File: config.mk
export PLATFORM = sky130hd
export DESIGN_NAME = frg_guard
export DESIGN_NICKNAME = d
export VERILOG_FILES = /design/src/hw/frg_guard.v
export VERILOG_INCLUDE_DIRS = /design/src /design/src/hw
export SDC_FILE = /design/constraint.sdc
export NUM_CORES = 1
export LEC_CHECK = 0
export ABC_AREA = 1
export BUFFER_PORTS_ARGS = -buffer_cell sky130_fd_sc_hd__buf_2
export CAP_MARGIN = 10
export CORE_MARGIN = 10
export CORE_UTILIZATION = 49
export DETAILED_ROUTE_END_ITERATION = 8
export GPL_ROUTABILITY_DRIVEN = 0
export PLACE_DENSITY_LB_ADDON = 0.2
export SYNTH_ARGS = -nofsm -noshare
export SYNTH_HDL_FRONTEND = slang
export SYNTH_SLANG_ARGS = --single-unit
File: constraint.sdc
create_clock -name aclk -period 3.15 [get_ports aclk]
set_clock_uncertainty 0.15 [all_clocks]
set_input_delay 0.315 -clock aclk [delete_from_list [all_inputs] [get_ports aclk]]
set_output_delay 0.315 -clock aclk [all_outputs]
set_load 0.02 [all_outputs]
File: src/hw/frg_map.vh
`ifndef FRG_MAP_VH
`define FRG_MAP_VH
// ----------------------------------------------------------------
// register byte offsets
// ----------------------------------------------------------------
`define FRG_OFS_CTRL      8'h00
`define FRG_OFS_LOCK      8'h04
`define FRG_OFS_STATUS    8'h08
`define FRG_OFS_CFG       8'h0C
// ----------------------------------------------------------------
// ctrl fields (write pulses)
// ----------------------------------------------------------------
`define FRG_CTRL_REENABLE 0
`define FRG_CTRL_ERASE    1
// ----------------------------------------------------------------
// lock register fields
// ----------------------------------------------------------------
`define FRG_LOCK_APP_LO   0
`define FRG_LOCK_APP_HI   1
`define FRG_LOCK_BOOT_LO  2
`define FRG_LOCK_BOOT_HI  3
`define FRG_LOCK_RESET    4'hF
// ----------------------------------------------------------------
// status fields
// ----------------------------------------------------------------
`define FRG_ST_BUSY       0
`define FRG_ST_HALT       1
`define FRG_ST_PROG       2
`define FRG_ST_INTOFF     3
// ----------------------------------------------------------------
// cfg fields
// ----------------------------------------------------------------
`define FRG_CFG_VEC_BOOT  0
`define FRG_CFG_RESET     1'h0
// ----------------------------------------------------------------
// timing: programming time in us at 10 MHz
// ----------------------------------------------------------------
`define FRG_PROG_US       4
`define FRG_CLK_MHZ       10
`define FRG_PROG_CYC      (`FRG_PROG_US * `FRG_CLK_MHZ)
`define FRG_AXI_OKAY      2'h0
`define FRG_AXI_SLVERR    2'h2
`endif

File: src/hw/frg_guard.v
`timescale 1ns/100ps
`include "frg_map.vh"
module frg_guard #(
    parameter AW        = 16,
    parameter STALLING_REGION_BASE = 16'hE000,
    parameter PROG_CYC  = `FRG_PROG_CYC
) (
    // clock and reset
    input  wire          aclk,
    input  wire          aresetn,
    // axi4-lite write
    input  wire [7:0]    s_axi_awaddr,
    input  wire          s_axi_awvalid,
    output wire          s_axi_awready,
    input  wire [31:0]   s_axi_wdata,
    input  wire [3:0]    s_axi_wstrb,
    input  wire          s_axi_wvalid,
    output wire          s_axi_wready,
    output reg  [1:0]    s_axi_bresp,
    output reg           s_axi_bvalid,
    input  wire          s_axi_bready,
    // axi4-lite read
    input  wire [7:0]    s_axi_araddr,
    input  wire          s_axi_arvalid,
    output wire          s_axi_arready,
    output reg  [31:0]   s_axi_rdata,
    output reg  [1:0]    s_axi_rresp,
    output reg           s_axi_rvalid,
    input  wire          s_axi_rready,
    // boot section base address from fuses
    input  wire [AW-1:0] boot_base,
    // cpu store/load requests
    input  wire          store_req,
    input  wire          store_is_load,
    input  wire [AW-1:0] store_addr,
    input  wire          load_req,
    input  wire [AW-1:0] load_addr,
    input  wire [AW-1:0] fetch_pc,
    input  wire          gen_lock_in,
    // results to cpu and flash
    output reg           flash_write,
    output reg           flash_load,
    output reg  [AW-1:0] flash_addr,
    output reg           load_grant,
    output wire          cpu_halt,
    output wire          conc_read_valid,
    output wire          irq_disable
);
    // ----------------------------------------------------------------
    // state
    // ----------------------------------------------------------------
    localparam S_IDLE = 3'b001;
    localparam S_CONC = 3'b010;
    localparam S_STAL = 3'b100;
    reg [2:0]  st_q;
    reg [2:0]  st_d;
    reg [15:0] cnt_q;
    reg        busy_q;
    reg [3:0]  lock_q;
    reg        vec_boot_q;
    reg        in_boot_q;
    reg [AW-1:0] prog_addr_q;
    // axi write capture, declared here because the busy clear reads it
    reg        aw_q;
    reg        w_q;
    reg [7:0]  awa_q;
    reg [31:0] wd_q;
    reg [3:0]  ws_q;
    wire       do_wr = aw_q & w_q & ~s_axi_bvalid;
    wire       wr_reenable = do_wr & (awa_q == `FRG_OFS_CTRL) & ws_q[0] & wd_q[`FRG_CTRL_REENABLE];
    // ----------------------------------------------------------------
    // address classification
    // ----------------------------------------------------------------
    // boot base is clamped so the boot section never leaves the stalling region
    wire [AW-1:0] boot_lim = (boot_base < STALLING_REGION_BASE) ? STALLING_REGION_BASE : boot_base;
    wire st_in_boot  = store_addr >= boot_lim;
    wire ld_in_boot  = load_addr  >= boot_lim;
    wire pc_in_boot  = fetch_pc   >= boot_lim;
    wire st_in_stall = store_addr >= STALLING_REGION_BASE;
    // gen_lock_in is deliberately never read in any permission term
    wire app_lo  = lock_q[`FRG_LOCK_APP_LO];
    wire app_hi  = lock_q[`FRG_LOCK_APP_HI];
    wire boot_lo = lock_q[`FRG_LOCK_BOOT_LO];
    wire boot_hi = lock_q[`FRG_LOCK_BOOT_HI];
    // a bit at zero means programmed
    wire app_wr_deny   = ~app_lo;
    wire app_rd_deny   = ~app_hi;
    wire boot_wr_deny  = ~boot_lo;
    wire boot_rd_deny  = ~boot_hi;
    wire wr_deny = st_in_boot ? boot_wr_deny : app_wr_deny;
    // loads are only restricted when reaching across sections
    wire rd_deny = (ld_in_boot & ~pc_in_boot & boot_rd_deny)
                 | (~ld_in_boot & pc_in_boot & app_rd_deny);
    wire start = store_req & ~store_is_load & (st_q == S_IDLE) & ~wr_deny;
    // ----------------------------------------------------------------
    // programming sequencer
    // ----------------------------------------------------------------
    always @* begin
        st_d = st_q;
        case (st_q)
            S_IDLE: begin
                if (start)
                    st_d = st_in_stall ? S_STAL : S_CONC;
            end
            S_CONC, S_STAL: begin
                if (cnt_q == 16'h0001)
                    st_d = S_IDLE;
            end
            default: st_d = S_IDLE;
        endcase
    end
    always @(posedge aclk) begin
        if (!aresetn) begin
            st_q        <= S_IDLE;
            cnt_q       <= 16'h0000;
            busy_q      <= 1'b0;
            prog_addr_q <= {AW{1'b0}};
            flash_write <= 1'b0;
            flash_load  <= 1'b0;
            flash_addr  <= {AW{1'b0}};
            load_grant  <= 1'b0;
            in_boot_q   <= 1'b0;
        end else begin
            st_q        <= st_d;
            in_boot_q   <= pc_in_boot;
            // denied writes never reach the flash and give no error
            flash_write <= start;
            flash_load  <= store_req & store_is_load & (st_q == S_IDLE);
            load_grant  <= load_req & ~rd_deny;
            if (start | (store_req & store_is_load))
                flash_addr <= store_addr;
            if (start) begin
                cnt_q       <= PROG_CYC[15:0];
                prog_addr_q <= store_addr;
            end else if (cnt_q != 16'h0000) begin
                cnt_q <= cnt_q - 16'h0001;
            end
            // set wins over clear
            if (start & ~st_in_stall)
                busy_q <= 1'b1;
            else if ((st_q == S_IDLE) & (wr_reenable | (store_req & store_is_load)))
                busy_q <= 1'b0;
        end
    end
    // cpu keeps running in concurrent mode, stalls on stalling region
    assign cpu_halt = (st_q == S_STAL);
    // concurrent region unreadable while busy
    assign conc_read_valid = ~busy_q & (st_q != S_STAL);
    // interrupt mask when vectors sit in the other section and the running section's read lock bit is programmed
    assign irq_disable = (vec_boot_q & ~in_boot_q & ~app_rd_deny ? 1'b0 : vec_boot_q & ~in_boot_q)
                       | (~vec_boot_q & in_boot_q & boot_rd_deny);
    // ----------------------------------------------------------------
    // axi4-lite slave
    // ----------------------------------------------------------------
    assign s_axi_awready = ~aw_q & ~s_axi_bvalid;
    assign s_axi_wready  = ~w_q & ~s_axi_bvalid;
    assign s_axi_arready = ~s_axi_rvalid;
    always @(posedge aclk) begin
        if (!aresetn) begin
            aw_q         <= 1'b0;
            w_q          <= 1'b0;
            awa_q        <= 8'h00;
            wd_q         <= 32'h00000000;
            ws_q         <= 4'h0;
            s_axi_bvalid <= 1'b0;
            s_axi_bresp  <= `FRG_AXI_OKAY;
            s_axi_rvalid <= 1'b0;
            s_axi_rresp  <= `FRG_AXI_OKAY;
            s_axi_rdata  <= 32'h00000000;
            lock_q       <= `FRG_LOCK_RESET;
            vec_boot_q   <= `FRG_CFG_RESET;
        end else begin
            if (s_axi_awvalid & s_axi_awready) begin
                aw_q  <= 1'b1;
                awa_q <= s_axi_awaddr;
            end
            if (s_axi_wvalid & s_axi_wready) begin
                w_q  <= 1'b1;
                wd_q <= s_axi_wdata;
                ws_q <= s_axi_wstrb;
            end
            if (do_wr) begin
                aw_q         <= 1'b0;
                w_q          <= 1'b0;
                s_axi_bvalid <= 1'b1;
                s_axi_bresp  <= `FRG_AXI_OKAY;
                case (awa_q)
                    `FRG_OFS_CTRL: begin
                        // chip erase and reset are the only ways back to unprogrammed
                        if (ws_q[0] & wd_q[`FRG_CTRL_ERASE])
                            lock_q <= `FRG_LOCK_RESET;
                    end
                    `FRG_OFS_LOCK: begin
                        // software may only program bits, never clear them
                        if (ws_q[0])
                            lock_q <= lock_q & wd_q[3:0];
                    end
                    `FRG_OFS_CFG: begin
                        if (ws_q[0])
                            vec_boot_q <= wd_q[`FRG_CFG_VEC_BOOT];
                    end
                    `FRG_OFS_STATUS: begin
                    end
                    default: s_axi_bresp <= `FRG_AXI_SLVERR;
                endcase
            end else if (s_axi_bvalid & s_axi_bready) begin
                s_axi_bvalid <= 1'b0;
            end
            if (s_axi_arvalid & s_axi_arready) begin
                s_axi_rvalid <= 1'b1;
                s_axi_rresp  <= `FRG_AXI_OKAY;
                case (s_axi_araddr)
                    `FRG_OFS_CTRL:   s_axi_rdata <= 32'h00000000;
                    `FRG_OFS_LOCK:   s_axi_rdata <= {28'h0000000, lock_q};
                    `FRG_OFS_STATUS: s_axi_rdata <= {28'h0000000, irq_disable, (st_q != S_IDLE),
                                                      cpu_halt, busy_q};
                    `FRG_OFS_CFG:    s_axi_rdata <= {31'h00000000, vec_boot_q};
                    default: begin
                        s_axi_rdata <= 32'h00000000;
                        s_axi_rresp <= `FRG_AXI_SLVERR;
                    end
                endcase
            end else if (s_axi_rvalid & s_axi_rready) begin
                s_axi_rvalid <= 1'b0;
            end
        end
    end
endmodule // frg_guard

==> metrics <==
Fmax achieved 419 MHz; Final Power between 3 and 4 mW; drt first pass iters 4; M1 wire length 4.63 mm; # diodes 0; Initial Util roughly half; GRT Resource Usage Total 16.8%; met3 WL ~780 um; Layout area overhead 19.0%; GRT overflow 0; final core utilization 60.0%; I/O pin count 190; count leader, synth nand2_1; RSZ-0062 raised after global routing false; Synth Cell Area 0.00442 mm^2; EDFF count, synth 0; row count 34; hold buffers post-CTS 0; Port Buffers 127; metal2 WL 5.76 mm; Synth Warn # 0; clk buf depth 2; Top Layer Used met4; Worst EP required ~3.3 ns; critical setup path kind primary input to flip-flop; H-tree levels 3; Arr. time, crit path 2.48 ns; Die H between 100 and 150 um; placed instance area 0.00506 mm^2; final wirelength approximately 11 mm; share of cells above drive strength 1 approximately 22%; Power Density ~620 mW/mm^2; Yosys cell types 38; Max-Cap Viols 0; die area approximately 0.013 mm^2; Synth async-reset ratio 0%; buffer count from post-CTS setup fixing 0; peak supply drop 0.345 mV; status finished, final reports clean; vias in the first global route 4,310; Clock Latency Late Sink 0.35 ns; Main synth FF type dfxtp_1; vias per std cell just under 5; Iter 0 DRT Violations around 140; drt wl/cell 12.9 um; largest net degree at the start of global routing 39; Antenna Violating Nets Remaining 0; first-pass GRT wire length 18.6 mm; Hold WS 0.0606 ns; sequential area share after synthesis 30.8%; Synth top area share a little under a third; minimum clock period approximately 2.4 ns; Worst-path clk slew about 0.08 ns; leakage 2.78 nW; Seq cells post-synth 68; r2r endpoint cnt_q[9]; Resized cells post-CTS 0; R2R Path Start cnt_q[0]; Yosys top cell by area dfxtp_1; CTS tree done; CTS buffer count 9; reg-to-reg slack, setup 1.25 ns; Nets 944; Synth Instances about 630; Post-Layout Inst Area around 0.0053 mm^2; final hold vios 0; Min-Delay Endpoint awa_q[1]; Final setup viols 0; Final Max Slew Viols 0; Final Cycle Share 75.7%; CTS root buffer clkbuf_8; Final TNS setup 0 ns; worst reg2reg path depth 12; hold path cells 3; Critical Path Source Type primary input; Vias 4,295; dpl hpwl 9.51 mm; Synth top cells by count nand2_1 (123), nor2_1 (91), inv_1 (75); DRC viols 0; initial antenna violation count 0; total core area a little under 0.009 mm^2; clock sinks 68; DIE WIDTH roughly 120 um; Synth Area per Inst approximately 7.0 um^2; HP Class primary input to flip-flop; Worst Setup End Kind flip-flop; synth top area cells dfxtp_1 (31%), ha_1 (14%), nand2_1 (10%), nor2_1 (7.7%), inv_1 (6.4%); fillers between 800 and 900; CP Max Fanout 32; Hold Crit Start s_axi_awaddr[1]
[report_power, final]
group	total, mW	switching [mW]	internal [mW]
Combinational	1.39	0.869	0.526
Sequential	1.15	0.117	1.03
Clock	0.718	0.349	0.369
[layout make-up]
cell class / count / area, um^2 / area share [%]
Sequential cell: 68 / 1360 / 25.9
Inverter: 80 / 300 / 5.71
Tap cell: 108 / 135 / 2.57
Clock buffer: 9 / 124 / 2.35
Timing Repair Buffer: 131 / 666 / 12.7
Multi-Input combinational cell: 478 / 2600 / 49.4
Clock inverter: 7 / 76.3 / 1.45
[worst max-delay path, cell delays in order]
cell     delay, ns
buf_2         0.08
nand3_1       0.08
inv_1         0.27
nand2_1       0.18
ha_1          0.33
nand2_1       0.05
inv_1         0.07
nand2_1       0.06
nor2_1        0.10
nor2_1        0.05
nand2_1       0.05
nand2_1       0.06
nand2_1       0.06
nand2_1       0.05
nand3_2       0.08
buf_4         0.34
nand3_1       0.13
nand2_1       0.08
nor2_1        0.04
[worst max-delay path by stage]
stage,start,end,slack (ns)
final,boot_base[15],flash_addr[2],0.76
after global routing,boot_base[15],flash_addr[1],0.52
after CTS,boot_base[15],flash_addr[10],0.76
after detailed placement,boot_base[15],flash_addr[10],0.41
after global placement,boot_base[15],flash_addr[3],0.47
after floorplan,boot_base[15],flash_addr[10],0.72
[cells in the final DEF (no fill, tap or decap), drive strengths merged, types with 30 or more instances in the layout]
cell type,Yosys,final
buf,36,131
ha,49,49
nor2,93,93
dfxtp,68,68
inv,80,81
nand3,30,30
a21oi,55,55
o21ai,36,36
conb,1,38
nand2,125,125
[metrics by stage]
stage	setup slack (ns)	std cells
global route	0.519	881
CTS	0.765	881
finish	0.764	881
detailed placement	0.406	865
floorplan	0.722	671
global placement	0.467	865
[logic make-up after synthesis]
kind of cell | count (synthesis) | synth area share, %
adders and majority gates | 49 | 13.9
buffers and inverters | 125 | 13.6
and+or+nand+nor | 281 | 27.4
xor gates and xnor gates | 8 | 1.58
AOI/OAI and AO/OA | 102 | 12.7
DFF | 68 | 30.8
other | 1 | 0.0848
[state kept, by name (all words and copies together), names as in the netlist, 3 cells and up]
name,cells
cnt_q,16
flash_addr,16
lock_q,4
wd_q,4
s_axi_rdata,4
awa_q,8
st_q,3
[routing by layer]
metal	track usage, %	vias up
met5	0	-
met4	5.03	0
met3	5.89	19
met1	17.6	1931
met2	30.8	92
li1	-	2253
No activity file was read; power rests on OpenSTA's default activity.
